===== src/hw/ism_defines.svh =====
`ifndef ISM_DEFINES_SVH
`define ISM_DEFINES_SVH

// register byte offsets
`define ISM_CONFIG_OFS 4'h0
`define ISM_DEBUG_OFS 4'h4
`define ISM_STATUS_OFS 4'h8

// config register fields
`define ISM_AVAIL_LSB 14
`define ISM_AVAIL_MSB 15
`define ISM_EXCSEL_BIT 16
// debug register field
`define ISM_DBGSEL_BIT 0
// status register fields
`define ISM_STAT_MODE_BIT 0
`define ISM_STAT_ADDR_BIT 1
`define ISM_STAT_AVAIL_LSB 2

// mode bit values
`define ISM_MODE_FIXED32 1'b0
`define ISM_MODE_COMPACT 1'b1

// available-encodings field codes
`define ISM_AVAIL_ONLY32 2'h0
`define ISM_AVAIL_ONLYCMP 2'h1
`define ISM_AVAIL_BOTH32 2'h2
`define ISM_AVAIL_BOTHCMP 2'h3

// offset shift amounts
`define ISM_SHIFT_FIXED32 2'h2
`define ISM_SHIFT_COMPACT 2'h1

// reset values
`define ISM_RST_RDATA 32'h0000_0000
`define ISM_RST_TARGET 32'h0000_0000

`endif


===== src/hw/ism_pkg.sv =====
package ism_pkg;

	typedef enum logic [1:0] {
		ISM_BUS_IDLE = 2'b01,
		ISM_BUS_ACK = 2'b10
	} ism_bus_state_t;

	typedef enum logic [1:0] {
		ISM_EXC_NORMAL = 2'h0,
		ISM_EXC_ERROR = 2'h1,
		ISM_EXC_DEBUG = 2'h2
	} ism_exc_kind_t;

endpackage


===== src/hw/ism_sel_mem.sv =====
`timescale 1ns/1ps
`default_nettype none

module ism_sel_mem #(
	parameter int DEPTH = 2,
	parameter int AW = 1
) (
	input wire logic ref_clk_in,
	input wire logic srst_in,
	input wire logic rst_val_in,
	input wire logic wr_en_in,
	input wire logic [AW-1:0] wr_addr_in,
	input wire logic wr_data_in,
	input wire logic [AW-1:0] rd_addr_in,
	output logic rd_data_out
);

	logic [DEPTH-1:0] mem_q;

	always_ff @(posedge ref_clk_in) begin
		if (srst_in) begin
			mem_q <= {DEPTH{rst_val_in}};
			rd_data_out <= rst_val_in;
		end else begin
			if (wr_en_in) begin
				mem_q[wr_addr_in] <= wr_data_in;
			end
			rd_data_out <= mem_q[rd_addr_in];
		end
	end

endmodule

`default_nettype wire


===== src/hw/ism_mode_switch.sv =====
// Chosen here: the register offsets and the Avalon-MM interface to the registers.
`timescale 1ns/1ps
`default_nettype none

`include "ism_defines.svh"

// Notes on behaviour
// - available encodings readable at config bits 15:14
// - reset mode follows external available-encodings field
// - exception encoding select bit 16, external reset
// - debug encoding select bit, probe writable
// - one exception select per virtual processing element
// - mode 0 fixed 32-bit, 1 compact
// - exception saves mode into return address bit 0
// - exchange jump link toggles the mode
// - register jumps take mode from source bit 0
// - register jump link writes mode to link bit 0
// - exception entry sets mode from configured select on debug and base vectors, else from start mode
// - exception return restores mode from bit 0
// - single encoding keeps fixed mode bit
// - single encoding: exchange jump is reserved instruction
// - single encoding: mismatched jump faults at fetch
// - single encoding: link still carries fixed mode
// - compact mode shifts offsets left by one
// - 32-bit mode shifts offsets left by two
// - compact missing coprocessor: chosen exception kind
// - 32-bit missing coprocessor: coprocessor unusable
// - branch-likely only legal in 32-bit mode
module ism_mode_switch
	import ism_pkg::*;
#(
	parameter int NUM_VPE = 2,
	parameter int VPE_AW = 1,
	parameter int OFS_W = 26,
	parameter bit COMPACT_COP_RI = 1'b1
) (
	input wire logic ref_clk_in,
	input wire logic srst_in,
	input wire logic [1:0] isa_avail_in,
	input wire logic exc_sel_rst_in,
	input wire logic dbg_sel_rst_in,
	input wire logic [VPE_AW-1:0] vpe_in,
	input wire logic [3:0] avs_address,
	input wire logic avs_read,
	input wire logic avs_write,
	input wire logic [31:0] avs_writedata,
	input wire logic [3:0] avs_byteenable,
	output logic [31:0] avs_readdata,
	output logic avs_waitrequest,
	input wire logic exchange_jump_link_in,
	input wire logic rjump_in,
	input wire logic rjump_link_in,
	input wire logic [31:0] rjump_src_in,
	input wire logic [31:0] link_addr_in,
	input wire logic exc_in,
	input wire ism_exc_kind_t exc_kind_in,
	input wire logic exc_base_vec_in,
	input wire logic [31:0] exc_pc_in,
	input wire logic eret_in,
	input wire logic [31:0] eret_addr_in,
	input wire logic fetch_in,
	input wire logic cop_missing_in,
	input wire logic [OFS_W-1:0] offset_in,
	output logic mode_out,
	output logic [31:0] jump_target_out,
	output logic [31:0] link_value_out,
	output logic [31:0] ret_addr_out,
	output logic [1:0] ret_kind_out,
	output logic ret_wr_out,
	output logic ri_exc_out,
	output logic addr_exc_out,
	output logic cop_unusable_out,
	output logic [31:0] offset_out,
	output logic branch_likely_ok_out
);

	////////////////////////////////////////////////////////////////////////////
	// decoding helpers

	function automatic logic avail_single(input logic [1:0] av);
		avail_single = (av == `ISM_AVAIL_ONLY32) || (av == `ISM_AVAIL_ONLYCMP);
	endfunction

	function automatic logic avail_start_mode(input logic [1:0] av);
		avail_start_mode = (av == `ISM_AVAIL_ONLYCMP) || (av == `ISM_AVAIL_BOTHCMP);
	endfunction

	////////////////////////////////////////////////////////////////////////////
	// state

	logic mode_q;
	logic mode_d;
	logic [1:0] avail_q;
	logic dbg_sel_q;
	logic dbg_sel_d;
	logic addr_pend_q;
	logic addr_pend_d;
	logic [31:0] target_q;
	logic [31:0] link_q;
	logic [31:0] ret_q;
	logic [1:0] ret_kind_q;
	logic ret_wr_q;
	logic ri_q;
	logic addr_exc_q;
	logic cpu_q;
	logic [31:0] ofs_q;
	logic [31:0] rdata_q;
	ism_bus_state_t bus_q;
	ism_bus_state_t bus_d;

	////////////////////////////////////////////////////////////////////////////
	// register bus decode

	wire logic bus_req = avs_read | avs_write;
	wire logic bus_ack = (bus_q == ISM_BUS_ACK);
	wire logic hit_cfg = (avs_address == `ISM_CONFIG_OFS);
	wire logic hit_dbg = (avs_address == `ISM_DEBUG_OFS);
	wire logic hit_stat = (avs_address == `ISM_STATUS_OFS);
	wire logic wr_commit = avs_write & bus_ack;
	wire logic wr_excsel = wr_commit & hit_cfg & avs_byteenable[2];
	wire logic wr_dbgsel = wr_commit & hit_dbg & avs_byteenable[0];

	always_comb begin
		case (bus_q)
			ISM_BUS_IDLE: bus_d = bus_req ? ISM_BUS_ACK : ISM_BUS_IDLE;
			ISM_BUS_ACK: bus_d = ISM_BUS_IDLE;
			default: bus_d = ISM_BUS_IDLE;
		endcase
	end

	// one wait cycle lets read data come from a flop
	assign avs_waitrequest = bus_req & ~bus_ack;
	assign avs_readdata = rdata_q;

	////////////////////////////////////////////////////////////////////////////
	// per-element exception encoding select

	logic exc_sel_rd;

	ism_sel_mem #(
		.DEPTH(NUM_VPE),
		.AW(VPE_AW)
	) u_sel_mem (
		.ref_clk_in(ref_clk_in),
		.srst_in(srst_in),
		.rst_val_in(exc_sel_rst_in),
		.wr_en_in(wr_excsel),
		.wr_addr_in(vpe_in),
		.wr_data_in(avs_writedata[`ISM_EXCSEL_BIT]),
		.rd_addr_in(vpe_in),
		.rd_data_out(exc_sel_rd)
	);

	////////////////////////////////////////////////////////////////////////////
	// read mux

	logic [31:0] cfg_word;
	logic [31:0] dbg_word;
	logic [31:0] stat_word;

	always_comb begin
		cfg_word = 32'h0000_0000;
		cfg_word[`ISM_AVAIL_MSB:`ISM_AVAIL_LSB] = avail_q;
		cfg_word[`ISM_EXCSEL_BIT] = exc_sel_rd;
		dbg_word = 32'h0000_0000;
		dbg_word[`ISM_DBGSEL_BIT] = dbg_sel_q;
		stat_word = 32'h0000_0000;
		stat_word[`ISM_STAT_MODE_BIT] = mode_q;
		stat_word[`ISM_STAT_ADDR_BIT] = addr_pend_q;
		stat_word[`ISM_STAT_AVAIL_LSB +: 2] = avail_q;
	end

	wire logic [31:0] rd_mux = hit_cfg ? cfg_word :
		hit_dbg ? dbg_word :
		hit_stat ? stat_word : 32'h0000_0000;

	////////////////////////////////////////////////////////////////////////////
	// mode next-state

	wire logic single = avail_single(avail_q);
	wire logic src_mode = rjump_src_in[0];
	wire logic any_rjump = rjump_in | rjump_link_in;
	// debug entry uses the debug select; non-debug vectors off the base use the exception select; others use the start mode
	wire logic entry_mode = (exc_kind_in == ISM_EXC_DEBUG) ? dbg_sel_q :
		exc_base_vec_in ? exc_sel_rd : avail_start_mode(avail_q);
	wire logic mismatch = single & any_rjump & (src_mode != mode_q);

	// priority: exception entry, then return, then jumps
	always_comb begin
		mode_d = mode_q;
		if (single) begin
			mode_d = mode_q;
		end else if (exc_in) begin
			mode_d = entry_mode;
		end else if (eret_in) begin
			mode_d = eret_addr_in[0];
		end else if (any_rjump) begin
			mode_d = src_mode;
		end else if (exchange_jump_link_in) begin
			mode_d = ~mode_q;
		end
	end

	// pending fault waits for the target fetch; a new fault beats the fetch clear, an exception beats a new fault
	always_comb begin
		addr_pend_d = addr_pend_q;
		if (fetch_in | exc_in) begin
			addr_pend_d = 1'b0;
		end
		if (mismatch & ~exc_in) begin
			addr_pend_d = 1'b1;
		end
	end

	always_comb begin
		dbg_sel_d = dbg_sel_q;
		if (wr_dbgsel) begin
			dbg_sel_d = avs_writedata[`ISM_DBGSEL_BIT];
		end
	end

	// offset scaling by current encoding
	wire logic [31:0] ofs_ext = {{(32 - OFS_W){offset_in[OFS_W-1]}}, offset_in};
	wire logic [31:0] ofs_scaled = mode_q ? (ofs_ext << `ISM_SHIFT_COMPACT) :
		(ofs_ext << `ISM_SHIFT_FIXED32);

	////////////////////////////////////////////////////////////////////////////
	// flops

	always_ff @(posedge ref_clk_in) begin
		if (srst_in) begin
			bus_q <= ISM_BUS_IDLE;
			rdata_q <= `ISM_RST_RDATA;
		end else begin
			bus_q <= bus_d;
			rdata_q <= rd_mux;
		end
	end

	// sync reset captures the straps at the reset edge
	always_ff @(posedge ref_clk_in) begin
		if (srst_in) begin
			avail_q <= isa_avail_in;
			mode_q <= avail_start_mode(isa_avail_in);
			dbg_sel_q <= dbg_sel_rst_in;
			addr_pend_q <= 1'b0;
		end else begin
			mode_q <= mode_d;
			dbg_sel_q <= dbg_sel_d;
			addr_pend_q <= addr_pend_d;
		end
	end

	always_ff @(posedge ref_clk_in) begin
		if (srst_in) begin
			target_q <= `ISM_RST_TARGET;
			link_q <= `ISM_RST_TARGET;
		end else if (any_rjump) begin
			target_q <= {rjump_src_in[31:1], 1'b0};
			if (rjump_link_in) begin
				link_q <= {link_addr_in[31:1], mode_q};
			end
		end else if (exchange_jump_link_in & ~single) begin
			link_q <= {link_addr_in[31:1], mode_q};
		end
	end

	always_ff @(posedge ref_clk_in) begin
		if (srst_in) begin
			ret_q <= `ISM_RST_TARGET;
			ret_kind_q <= ISM_EXC_NORMAL;
			ret_wr_q <= 1'b0;
		end else begin
			ret_wr_q <= exc_in;
			if (exc_in) begin
				ret_q <= {exc_pc_in[31:1], mode_q};
				ret_kind_q <= exc_kind_in;
			end
		end
	end

	always_ff @(posedge ref_clk_in) begin
		if (srst_in) begin
			ri_q <= 1'b0;
			addr_exc_q <= 1'b0;
			cpu_q <= 1'b0;
			ofs_q <= `ISM_RST_TARGET;
		end else begin
			ri_q <= (exchange_jump_link_in & single) |
				(cop_missing_in & mode_q & COMPACT_COP_RI);
			addr_exc_q <= addr_pend_q & fetch_in & ~exc_in;
			cpu_q <= cop_missing_in & (~mode_q | ~COMPACT_COP_RI);
			ofs_q <= ofs_scaled;
		end
	end

	////////////////////////////////////////////////////////////////////////////
	// outputs

	assign mode_out = mode_q;
	assign jump_target_out = target_q;
	assign link_value_out = link_q;
	assign ret_addr_out = ret_q;
	assign ret_kind_out = ret_kind_q;
	assign ret_wr_out = ret_wr_q;
	assign ri_exc_out = ri_q;
	assign addr_exc_out = addr_exc_q;
	assign cop_unusable_out = cpu_q;
	assign offset_out = ofs_q;
	assign branch_likely_ok_out = ~mode_q;

endmodule

`default_nettype wire


===== config.mk =====
export PLATFORM = sky130hd
export DESIGN_NAME = ism_mode_switch
export DESIGN_NICKNAME = d
export VERILOG_FILES = /design/src/hw/ism_pkg.sv /design/src/hw/ism_sel_mem.sv /design/src/hw/ism_mode_switch.sv
export VERILOG_INCLUDE_DIRS = /design/src /design/src/hw
export SDC_FILE = /design/constraint.sdc
export NUM_CORES = 1
export LEC_CHECK = 0
export BUFFER_PORTS_ARGS = -buffer_cell sky130_fd_sc_hd__buf_2
export CAP_MARGIN = 40
export CORE_ASPECT_RATIO = 1.4
export CORE_MARGIN = 1
export CORE_UTILIZATION = 25
export DETAILED_ROUTE_END_ITERATION = 10
export GPL_TIMING_DRIVEN = 0
export SYNTH_ARGS = -nofsm -noshare
export SYNTH_HDL_FRONTEND = slang
export SYNTH_SLANG_ARGS = --single-unit

===== constraint.sdc =====
create_clock -name ref_clk_in -period 2.6 [get_ports ref_clk_in]
set_input_delay 0.39 -clock ref_clk_in [delete_from_list [all_inputs] [get_ports ref_clk_in]]
set_output_delay 0.39 -clock ref_clk_in [all_outputs]
set_load 0.02 [all_outputs]

# --- Word-level counts from Yosys, hierarchy flattened ---
# Cells that the tools add are included.
totals:
  ff_bits: 171
  latch_bits: 0
  ramBits: 0
  romBits: 0
  in_bits: 213
  mem_count: 0
classes:
  n_addsub: 0
  n_mul: 0
  div_mod_pow: 0
  order_cmp: 2
  eq_ne: 12
  n_shift: 0
  muxes: 28
  n_bitwise: 25
  n_reduce_logical: 18
op_table:
  columns: ["op", "n"]
  rows:
  - ["$mux W32", 3]
  - ["$mux W27", 1]
  - ["$mux W17", 1]
  - ["$mux W1", 16]
  - ["$and A1 B1 Y1", 15]
  - ["$eq A2 B2 Y1 const B", 4]
  - ["$mux W4", 2]
  - ["$reduce_bool A2 Y1", 4]
  - ["$eq A2 B1 Y1 const B", 3]
  - ["$mux W2", 3]
  - ["$not A1 Y1", 6]
  - ["$reduce_or A2 Y1", 3]
  - ["$reduce_bool A5 Y1", 1]
  - ["$eq A4 B3 Y1 const B", 1]
  - ["$eq A4 B4 Y1 const B", 1]
  - ["$logic_not A4 Y1", 1]
  - ["$ne A2 B2 Y1 const B", 2]
  - ["$or A1 B1 Y1", 4]
  - ["$reduce_and A2 Y1", 2]
  - ["$reduce_or A4 Y1", 1]
  - ["$logic_or A1 B1 Y1", 3]
  - ["$reduce_or A3 Y1", 1]
  - ["$bwmux W2", 1]
  - ["$logic_not A2 Y1", 1]
  - ["5 further kinds", 5]

# --- Logic depth before layout (Yosys ltp) ---
# Gate-level depths: netlist of run 1.
logic_depth:
  word_depth: 7
  mapped_depth: 6
  depth_no_buf: 3

# --- Cells and area by module ---
# Synthesis of run 1 repeated with hierarchy kept, for this count alone.
unflattened:
  hier_cells: 587
  area_unflattened_um2: 5381.4
by_module_without_submodules:
  columns: ["module", "instances", "cells_each", "area_per_inst_um2", "seq_area_each_um2"]
  rows:
  - ["ism_mode_switch", 1, 575, 5228.8, 2882.8]
  - ["ism_sel_mem", 1, 12, 152.6, 80.1]

# --- Worst setup path after synthesis of run 1 ---
# OpenSTA, ideal clock, no wires.
synth_path:
  path_kind: "input -> register"
  start: "in rjump_link_in"
  end: "reg mode_q, in the netlist mode_out, data pin"
  setup_time_ns: 0.272
  arrival_ns: 1.162
  required_ns: 2.328
  slack_ns: 1.166
  path_stages: 5
  n_path_buf: 2
  cell_sequence: "buf_6 > or2_1 > buf_2 > a211oi_2 > o221ai_1"
synth_via:
  elab_chain_len: 6
synth_rtl:
  columns: ["item", "line", "rtl"]
  rows:
  - ["start, declared", "ism_mode_switch.sv:52", "input wire logic rjump_link_in,"]
  - ["$or A1 B1 Y1", "ism_mode_switch.sv:182", "wire logic any_rjump = rjump_in | rjump_link_in;"]
  - ["$mux W1", "ism_mode_switch.sv:197", "end else if (any_rjump) begin"]
  - ["$mux W1", "ism_mode_switch.sv:195", "end else if (eret_in) begin"]
  - ["$mux W1", "ism_mode_switch.sv:193", "end else if (exc_in) begin"]
  - ["$mux W1", "ism_mode_switch.sv:191", "if (single) begin"]
  - ["$mux W1", "ism_mode_switch.sv:242", "if (srst_in) begin"]
  - ["end signal, assigned", "ism_mode_switch.sv:244", "mode_q <= avail_start_mode(isa_avail_in);"]
  - ["end signal, assigned", "ism_mode_switch.sv:248", "mode_q <= mode_d;"]
  - ["end, declared", "ism_mode_switch.sv:91", "logic mode_q;"]
# Every way passes these cells. The select of a mux whose other input is x is not followed.
# A chain may end at the register's enable or synchronous reset.

# --- Worst setup path in the final report of run 1 ---
layout_path:
  start: "reg mode_q, in the netlist mode_out"
  end: "out branch_likely_ok_out"
layout_via:
  elab_chain_len: 1
layout_rtl:
  columns: ["item", "line", "rtl"]
  rows:
  - ["$not A1 Y1", "ism_mode_switch.sv:310", "assign branch_likely_ok_out = ~mode_q;"]
  - ["end, declared", "ism_mode_switch.sv:74", "output logic branch_likely_ok_out"]
# Every way passes these cells.

==> metrics.log, run 1 <==
INFO  metric run_status = complete, no violations
INFO  metric syn_avg_cell_area = 9.28 um^2
INFO  metric netSwitchingFraction = 0.282
INFO  metric netlist_top_cells_area = sky130_fd_sc_hd__dfxtp_1, sky130_fd_sc_hd__mux2i_1, sky130_fd_sc_hd__a21oi_1
INFO  metric finalMaxSlewViolations = 0
INFO  metric synth_top_cells_by_count = sky130_fd_sc_hd__dfxtp_1, sky130_fd_sc_hd__a21oi_1, sky130_fd_sc_hd__nand2_1
INFO  metric nets = 1,136
INFO  metric synth-seq-area-share = 0.541
INFO  metric timing.critical_path.slowest_stage_cell = sky130_fd_sc_hd__buf_2
INFO  metric cts.repair.resized = 0
INFO  metric detailed_place_hpwl = around 13 mm
INFO  metric postCtsSetupBuffers = 0
INFO  metric async_flop_share = 0
INFO  metric end_kind = primary output
INFO  metric synth_edf_count = 6
INFO  metric numCtsBuffers = 17
INFO  metric min_period_over_period = 0.758
INFO  metric post_synth_inst_count = 590
INFO  metric drt_pre_antenna_iters = 4
INFO  metric hold_viol = 0
INFO  metric grt_antenna_before_repair = 5
INFO  metric worst-r2r-cell-count = 4
INFO  metric switching_power = 1.61 mW
INFO  metric holdBufCountCts = 0
INFO  metric critical_path_peak_fanout = 10
INFO  metric layout-drive-gt1-share = 0.405
INFO  metric num_io_pins = 382
INFO  metric timing.final.setup_violations = 0
INFO  metric p_seq_frac = 0.429
INFO  metric placeable_area = 21,400 um^2
INFO  metric layout-area-overhead-vs-synth = 45.2%
INFO  metric path_common_cell = sky130_fd_sc_hd__buf_2
INFO  metric place_area = 7380 um^2
INFO  metric power_density = about 720 nW/um^2
INFO  metric critPathLaunchType = register
INFO  metric grt_usage = 0.152
INFO  metric clock_latency = 0.41 ns
INFO  metric ir_drop = roughly 380 uV
INFO  metric hold_path_stages = 1
INFO  metric detail_route.drc_violations = 0
INFO  metric pre_cts_slack = 0.798 ns
INFO  metric postSynthRegisterBits = 145
INFO  metric final.setup.tns = 0 ns
INFO  metric clock_power_share = 0.415
INFO  metric cpPeakStageDelay = 0.36 ns
INFO  metric leakage = roughly 4 nW
INFO  metric timing.max_slew.rel_slack = 0.646
INFO  metric cp_arrival = about 1.6 ns
INFO  metric synth_most_common_cell = sky130_fd_sc_hd__dfxtp_1
INFO  metric setup.worst_path.class = register to primary output
INFO  metric clock_tree_from_tritoncts = done
INFO  metric first_iter_violations = 114
INFO  metric post_synth_num_cell_types = 35
INFO  metric p_int = a little over 4 mW
INFO  metric clkTransAtPathRegs = 0.06 ns
INFO  metric synth_largest_area_cell = sky130_fd_sc_hd__dfxtp_1
INFO  metric post_synth_instance_area = 5480 um^2
INFO  metric max_freq = 0.508 GHz
INFO  metric grt-ovfl-total = 0
INFO  metric critical_path.cell_chain = buf_2 > buf_2 > inv_1 > buf_2
INFO  metric die-area = 22,500 um^2
INFO  metric start_util = 0.256
INFO  metric synth_flop_cell = sky130_fd_sc_hd__dfxtp_1
INFO  metric port-buffer-count = 288
INFO  metric cts.htree.levels = 4
INFO  metric finish.utilization = 0.372
INFO  metric wl_per_cell = approximately 14 um
INFO  metric yosys_warnings = 0
INFO  metric gp_routability_congestion = 0.758
INFO  metric floorplan.die.width = 127 um
INFO  metric power.combinational.fraction = 0.156
INFO  metric finalInstanceArea = 7950 um^2
INFO  metric finalClockSkew = 0.00881 ns
INFO  metric cap_viol_max_count = 0
INFO  metric grt_setup_unrepaired = no
INFO  metric antenna_left = 0
INFO  metric vias = 5,179
INFO  metric num_rows = 63
INFO  metric clock_sinks = about 150
INFO  metric wire_length_of_the_first_global_routing_pass = around 26 mm
INFO  metric hold_slack = 0.162 ns
INFO  metric worstHoldPathType = primary input to register
INFO  metric crit_required = between 2 and 2.5 ns
INFO  metric grt_max_degree = 17
INFO  metric die_height = approximately 180 um
INFO  metric postLayoutSetupSlackWorst = 0.630 ns
INFO  metric measured_slew_at_the_worst_slew_check_pin = between 0.5 and 0.6 ns
INFO  metric finalCriticalPeriod = between 1.5 and 2 ns
INFO  metric clk_path_buf_depth = 2
INFO  metric synth_top_area_share = 0.508
INFO  metric root_buffer = sky130_fd_sc_hd__clkbuf_16
INFO  metric first_global_vias = 4,996
INFO  metric vias_per_cell = 4.21
INFO  metric drt-total-wl = 17.2 mm
[state kept, by name, indices dropped and copies added, names as in the netlist]
signal                 flops
offset_out                27
ri_exc_out                 1
addr_exc_out               1
ret_wr_out                 1
dbg_sel_q                  1
addr_pend_q                1
cop_unusable_out           1
ret_kind_out               2
u_sel_mem.rd_data_out      1
link_value_out            32
u_sel_mem.mem_q            2
avs_readdata               7
mode_out                   1
jump_target_out           31
ret_addr_out              32
avail_q                    2
bus_q                      2
[cell usage in the layout (no fill, tap or decap), types with 7 or more instances in the layout]
cell,synthesis,routed
sky130_fd_sc_hd__o21ai_0,37,37
sky130_fd_sc_hd__buf_2,22,310
sky130_fd_sc_hd__clkbuf_1,14,15
sky130_fd_sc_hd__mux2i_1,61,61
sky130_fd_sc_hd__nand2_1,66,66
sky130_fd_sc_hd__inv_1,8,8
sky130_fd_sc_hd__buf_4,34,34
sky130_fd_sc_hd__a21oi_1,66,66
sky130_fd_sc_hd__nor2_1,63,63
sky130_fd_sc_hd__dfxtp_1,139,139
sky130_fd_sc_hd__and2_1,7,7
sky130_fd_sc_hd__clkbuf_16,0,17
sky130_fd_sc_hd__conb_1,1,27
sky130_fd_sc_hd__nand3_1,33,33
[kinds of logic (layout without fill, tap and decap cells)]
logic type / Yosys count / in the layout / share of synthesized area
AO/OA/AOI/OAI: 110 / 110 / 0.107
XOR/XNOR: 1 / 1 / 0.00160
buffers and inverters: 82 / 402 / 0.0859
flip-flops: 145 / 145 / 0.541
multiplexers: 62 / 62 / 0.114
other: 1 / 29 / 0.000685
AND/OR/NAND/NOR: 189 / 189 / 0.151
[per-stage QoR]
step	instances	power (mW)
floorplan	616	3.03
global placement	1196	3.39
detailed placement	1196	3.40
CTS	1228	5.82
global route	1229	6.00
finish	1230	5.70
[final timing paths]
kind | start | slack [ns] | end
max | mode_out | 0.63 | branch_likely_ok_out
max reg2reg | avail_q[1] | 1.12 | link_value_out[22]
min reg2reg | jump_target_out[26] | 0.45 | jump_target_out[26]
min | isa_avail_in[1] | 0.16 | avail_q[1]
[cell type report]
cell class / count / area (um^2)
fillers: 2234 / 13400
flip-flops and latches: 145 / 2960
multi-input cells: 389 / 2140
repair buffers: 288 / 1440
clock buffers: 19 / 443
plain buffers: 74 / 440
well taps: 292 / 365
clock inverters: 13 / 124
inverters: 8 / 30.0
diodes: 2 / 5.00
[critical path, delay by kind of cell, from the launching register on]
family	cells	cell delay (ns)
DFF	1	0.35
buffers and inverters	4	0.83
[power groups by stage]
stage                     logic, mW  clock network [mW]  registers [mW]
after global placement        0.896                   0            2.49
after detailed placement      0.904                   0            2.49
after global routing          0.972                2.56            2.46
final                         0.891                2.36            2.44
after CTS                     0.905                2.47            2.45
after floorplan               0.379                   0            2.66
[per-layer routing]
metal,vias up,part of all wire,GRT usage
met5,-,0.0017,0
met4,6,0.012,0.0546
met3,17,0.078,0.0532
met2,206,0.52,0.280
met1,2354,0.39,0.156
li1,2596,-,-
No activity file was read; power rests on OpenSTA's default activity.
==> run 2: changes to the inputs <==
==> constraint.sdc (replaced) <==
create_clock -name ref_clk_in -period 1.7 [get_ports ref_clk_in]
set_input_delay 0.255 -clock ref_clk_in [delete_from_list [all_inputs] [get_ports ref_clk_in]]
set_output_delay 0.255 -clock ref_clk_in [all_outputs]
set_load 0.02 [all_outputs]
==> run 2 against run 1 <==
  * Flip-flop and latch count did not move
  * Count of clock-buffer cells in the layout did not move
  * Non-clock buffer count rose by 1
  * Worst setup slack got worse by 0.54 ns
  * Combinational power rose by 54%
  * Highest routed layer unchanged
  * Final cell count barely moved
  * First-iteration DRC count fell by 4.4%
==> metrics.log, run 2 (synthesis gave the netlist of run 1 again) <==
INFO  metric detailed_place_hpwl = 13.4 mm (unchanged)
INFO  metric p_total = 8.74 mW (+53%)
INFO  metric critical_path_peak_fanout = 10 (unchanged)
INFO  metric ir_drop = 578 uV (+53%)
INFO  metric grt_max_degree = 17 (unchanged)
INFO  metric wl_per_cell = 14.0 um (about the same)
INFO  metric cp_arrival = 1.36 ns (-0.22 ns)
INFO  metric min_period_over_period = 0.950
INFO  metric grt_antenna_before_repair = 5 (unchanged)
INFO  metric cts.htree.levels = 4 (unchanged)
INFO  metric hold_viol = 0 (unchanged)
INFO  metric finalMaxSlewViolations = 0 (unchanged)
INFO  metric power_density = 1100 nW/um^2 (+53%)
INFO  metric end_kind = primary output
INFO  metric drt_pre_antenna_iters = 4 (unchanged)
INFO  metric port-buffer-count = 288 (unchanged)
INFO  metric detail_route.drc_violations = 0 (unchanged)
INFO  metric layout-area-overhead-vs-synth = 45.6%
INFO  metric finalClockSkew = 0.00862 ns (-0.000195 ns)
INFO  metric hold_path_stages = 1 (unchanged)
INFO  metric clk_path_buf_depth = 2 (unchanged)
INFO  metric layout.cells.most_common_list = sky130_fd_sc_hd__buf_2, sky130_fd_sc_hd__dfxtp_1, sky130_fd_sc_hd__nand2_1, sky130_fd_sc_hd__a21oi_1, sky130_fd_sc_hd__nor2_1
INFO  metric first_iter_violations = 109 (-4.4%)
INFO  metric root_buffer = sky130_fd_sc_hd__clkbuf_16
INFO  metric cap_viol_max_count = 0 (unchanged)
INFO  metric drt-total-wl = 17.2 mm (about the same)
INFO  metric clkTransAtPathRegs = 0.06 ns (about the same)
INFO  metric vias = 5,180 (+0.019%)
INFO  metric timing.critical_path.slowest_stage_cell = sky130_fd_sc_hd__edfxtp_1
INFO  metric grt_usage = 0.152 (unchanged)
INFO  metric antenna_left = 0 (unchanged)
INFO  metric path_common_cell = sky130_fd_sc_hd__buf_6
INFO  metric final.setup.tns = 0 ns (unchanged)
INFO  metric run_status = complete, no violations
INFO  metric postCtsSetupBuffers = 0 (unchanged)
INFO  metric numCtsBuffers = 17 (unchanged)
INFO  metric finish.utilization = 0.373 (+0.00105)
INFO  metric die_height = 177 um (unchanged)
INFO  metric layout-drive-gt1-share = 0.404 (-0.000432)
INFO  metric critical_path.cell_chain = buf_6 > buf_6 > inv_1 > buf_2
INFO  metric grt-ovfl-total = 0 (unchanged)
INFO  metric clock_tree_from_tritoncts = done
INFO  metric nFillCells = 2,234 (unchanged)
INFO  metric timing.max_slew.rel_slack = 0.646 (about the same)
INFO  metric cpPeakStageDelay = 0.41 ns (+0.05 ns)
INFO  metric worst-r2r-cell-count = 4 (unchanged)
INFO  metric placeable_area = 21,400 um^2 (unchanged)
INFO  metric start_util = 0.256 (unchanged)
INFO  metric vias_per_cell = 4.21 (about the same)
INFO  metric first_global_vias = 5,002 (+0.12%)
INFO  metric clock_latency = 0.41 ns (about the same)
INFO  metric gp_routability_congestion = 0.758 (unchanged)
INFO  metric crit_required = 1.44 ns (-0.77 ns)
INFO  metric setup.worst_path.class = register to primary output
INFO  metric timing.final.setup_violations = 0 (unchanged)
INFO  metric num_io_pins = 382 (unchanged)
INFO  metric clock_sinks = 145 (unchanged)
INFO  metric critPathLaunchType = register
INFO  metric die-area = 22,500 um^2 (unchanged)
INFO  metric max_freq = 0.619 GHz
INFO  metric worstHoldPathType = primary input to register
INFO  metric layout.cells.most_common = sky130_fd_sc_hd__buf_2
INFO  metric num_rows = 63 (unchanged)
INFO  metric nets = 1,137 (+0.088%)
INFO  metric floorplan.die.width = 127 um (unchanged)
INFO  metric grt_setup_unrepaired = no
INFO  metric measured_slew_at_the_worst_slew_check_pin = 0.530 ns (+0.00000608 ns)
INFO  metric leakage = 4.03 nW (+0.20%)
INFO  metric wire_length_of_the_first_global_routing_pass = 25.9 mm (about the same)
INFO  metric finalCriticalPeriod = between 1.5 and 2 ns
[run 2: cell count changes in the layout (fill, tap and decap cells not counted), sizes merged]
cell and change:
dlygate4sd3 +1
[run 2: cell type report]
cell class / instances / area [um^2] / area share
inverters: 8 / 30.0 / 0.00377
clock buffers: 19 / 443 / 0.0555
plain buffers: 74 / 453 / 0.0568
flip-flops and latches: 145 / 2960 / 0.372
clock inverters: 13 / 124 / 0.0155
multi-input cells: 389 / 2140 / 0.268
diodes: 2 / 5.00 / 0.000628
well taps: 292 / 365 / 0.0458
repair buffers: 289 / 1450 / 0.182
[run 2: timing repair]
action / CTS / global route
hold endpoints to repair: 1 / 0
setup endpoints to repair: 1 / 1
resized for setup: 3 / 1
hold buffers: 1 / 0
[run 2: critical path: cells and delay by family (launching register included)]
kind                   cells  cell delay [ns]
DFF                        1             0.41
buffers and inverters      4             0.54
[run 2: where the power goes]
group,total (mW),internal [mW],leakage [nW],switching (mW)
Clock,3.63,2.08,0.268,1.55
Combinational,1.37,0.546,2.55,0.826
Sequential,3.74,3.64,1.21,0.0956
Total,8.74,6.27,4.03,2.47
[run 2: path summary, 6_finish.rpt]
check                           from                    to  slack, ns
hold / removal       isa_avail_in[0]            avail_q[0]       0.04
hold reg to reg   jump_target_out[8]    jump_target_out[8]       0.45
setup reg to reg          avail_q[1]    link_value_out[22]       0.23
setup / recovery            mode_out  branch_likely_ok_out       0.09
[run 2: per-layer routing]
layer | vias up | track usage | wire length, um
met4 | 6 | 0.0546 | 231
li1 | 2599 | - | -
met2 | 212 | 0.280 | 8900
met3 | 20 | 0.0526 | 1350
met5 | - | 0 | 30
met1 | 2343 | 0.157 | 6710
[run 2: per-stage QoR]
| step | hold WS (ns) | cells | instance area [um^2] | setup slack, ns |
|---|---|---|---|---|
| after floorplan | 0.335 | 616 | 5570 | 0.401 |
| after global placement | 0.435 | 1196 | 7380 | 0.0376 |
| after detailed placement | 0.441 | 1196 | 7380 | 0.0335 |
| after CTS | 0.0109 | 1229 | 7970 | 0.0262 |
| after global routing | 0.0137 | 1230 | 7970 | 0.00892 |
| final | 0.0419 | 1231 | 7980 | 0.0853 |
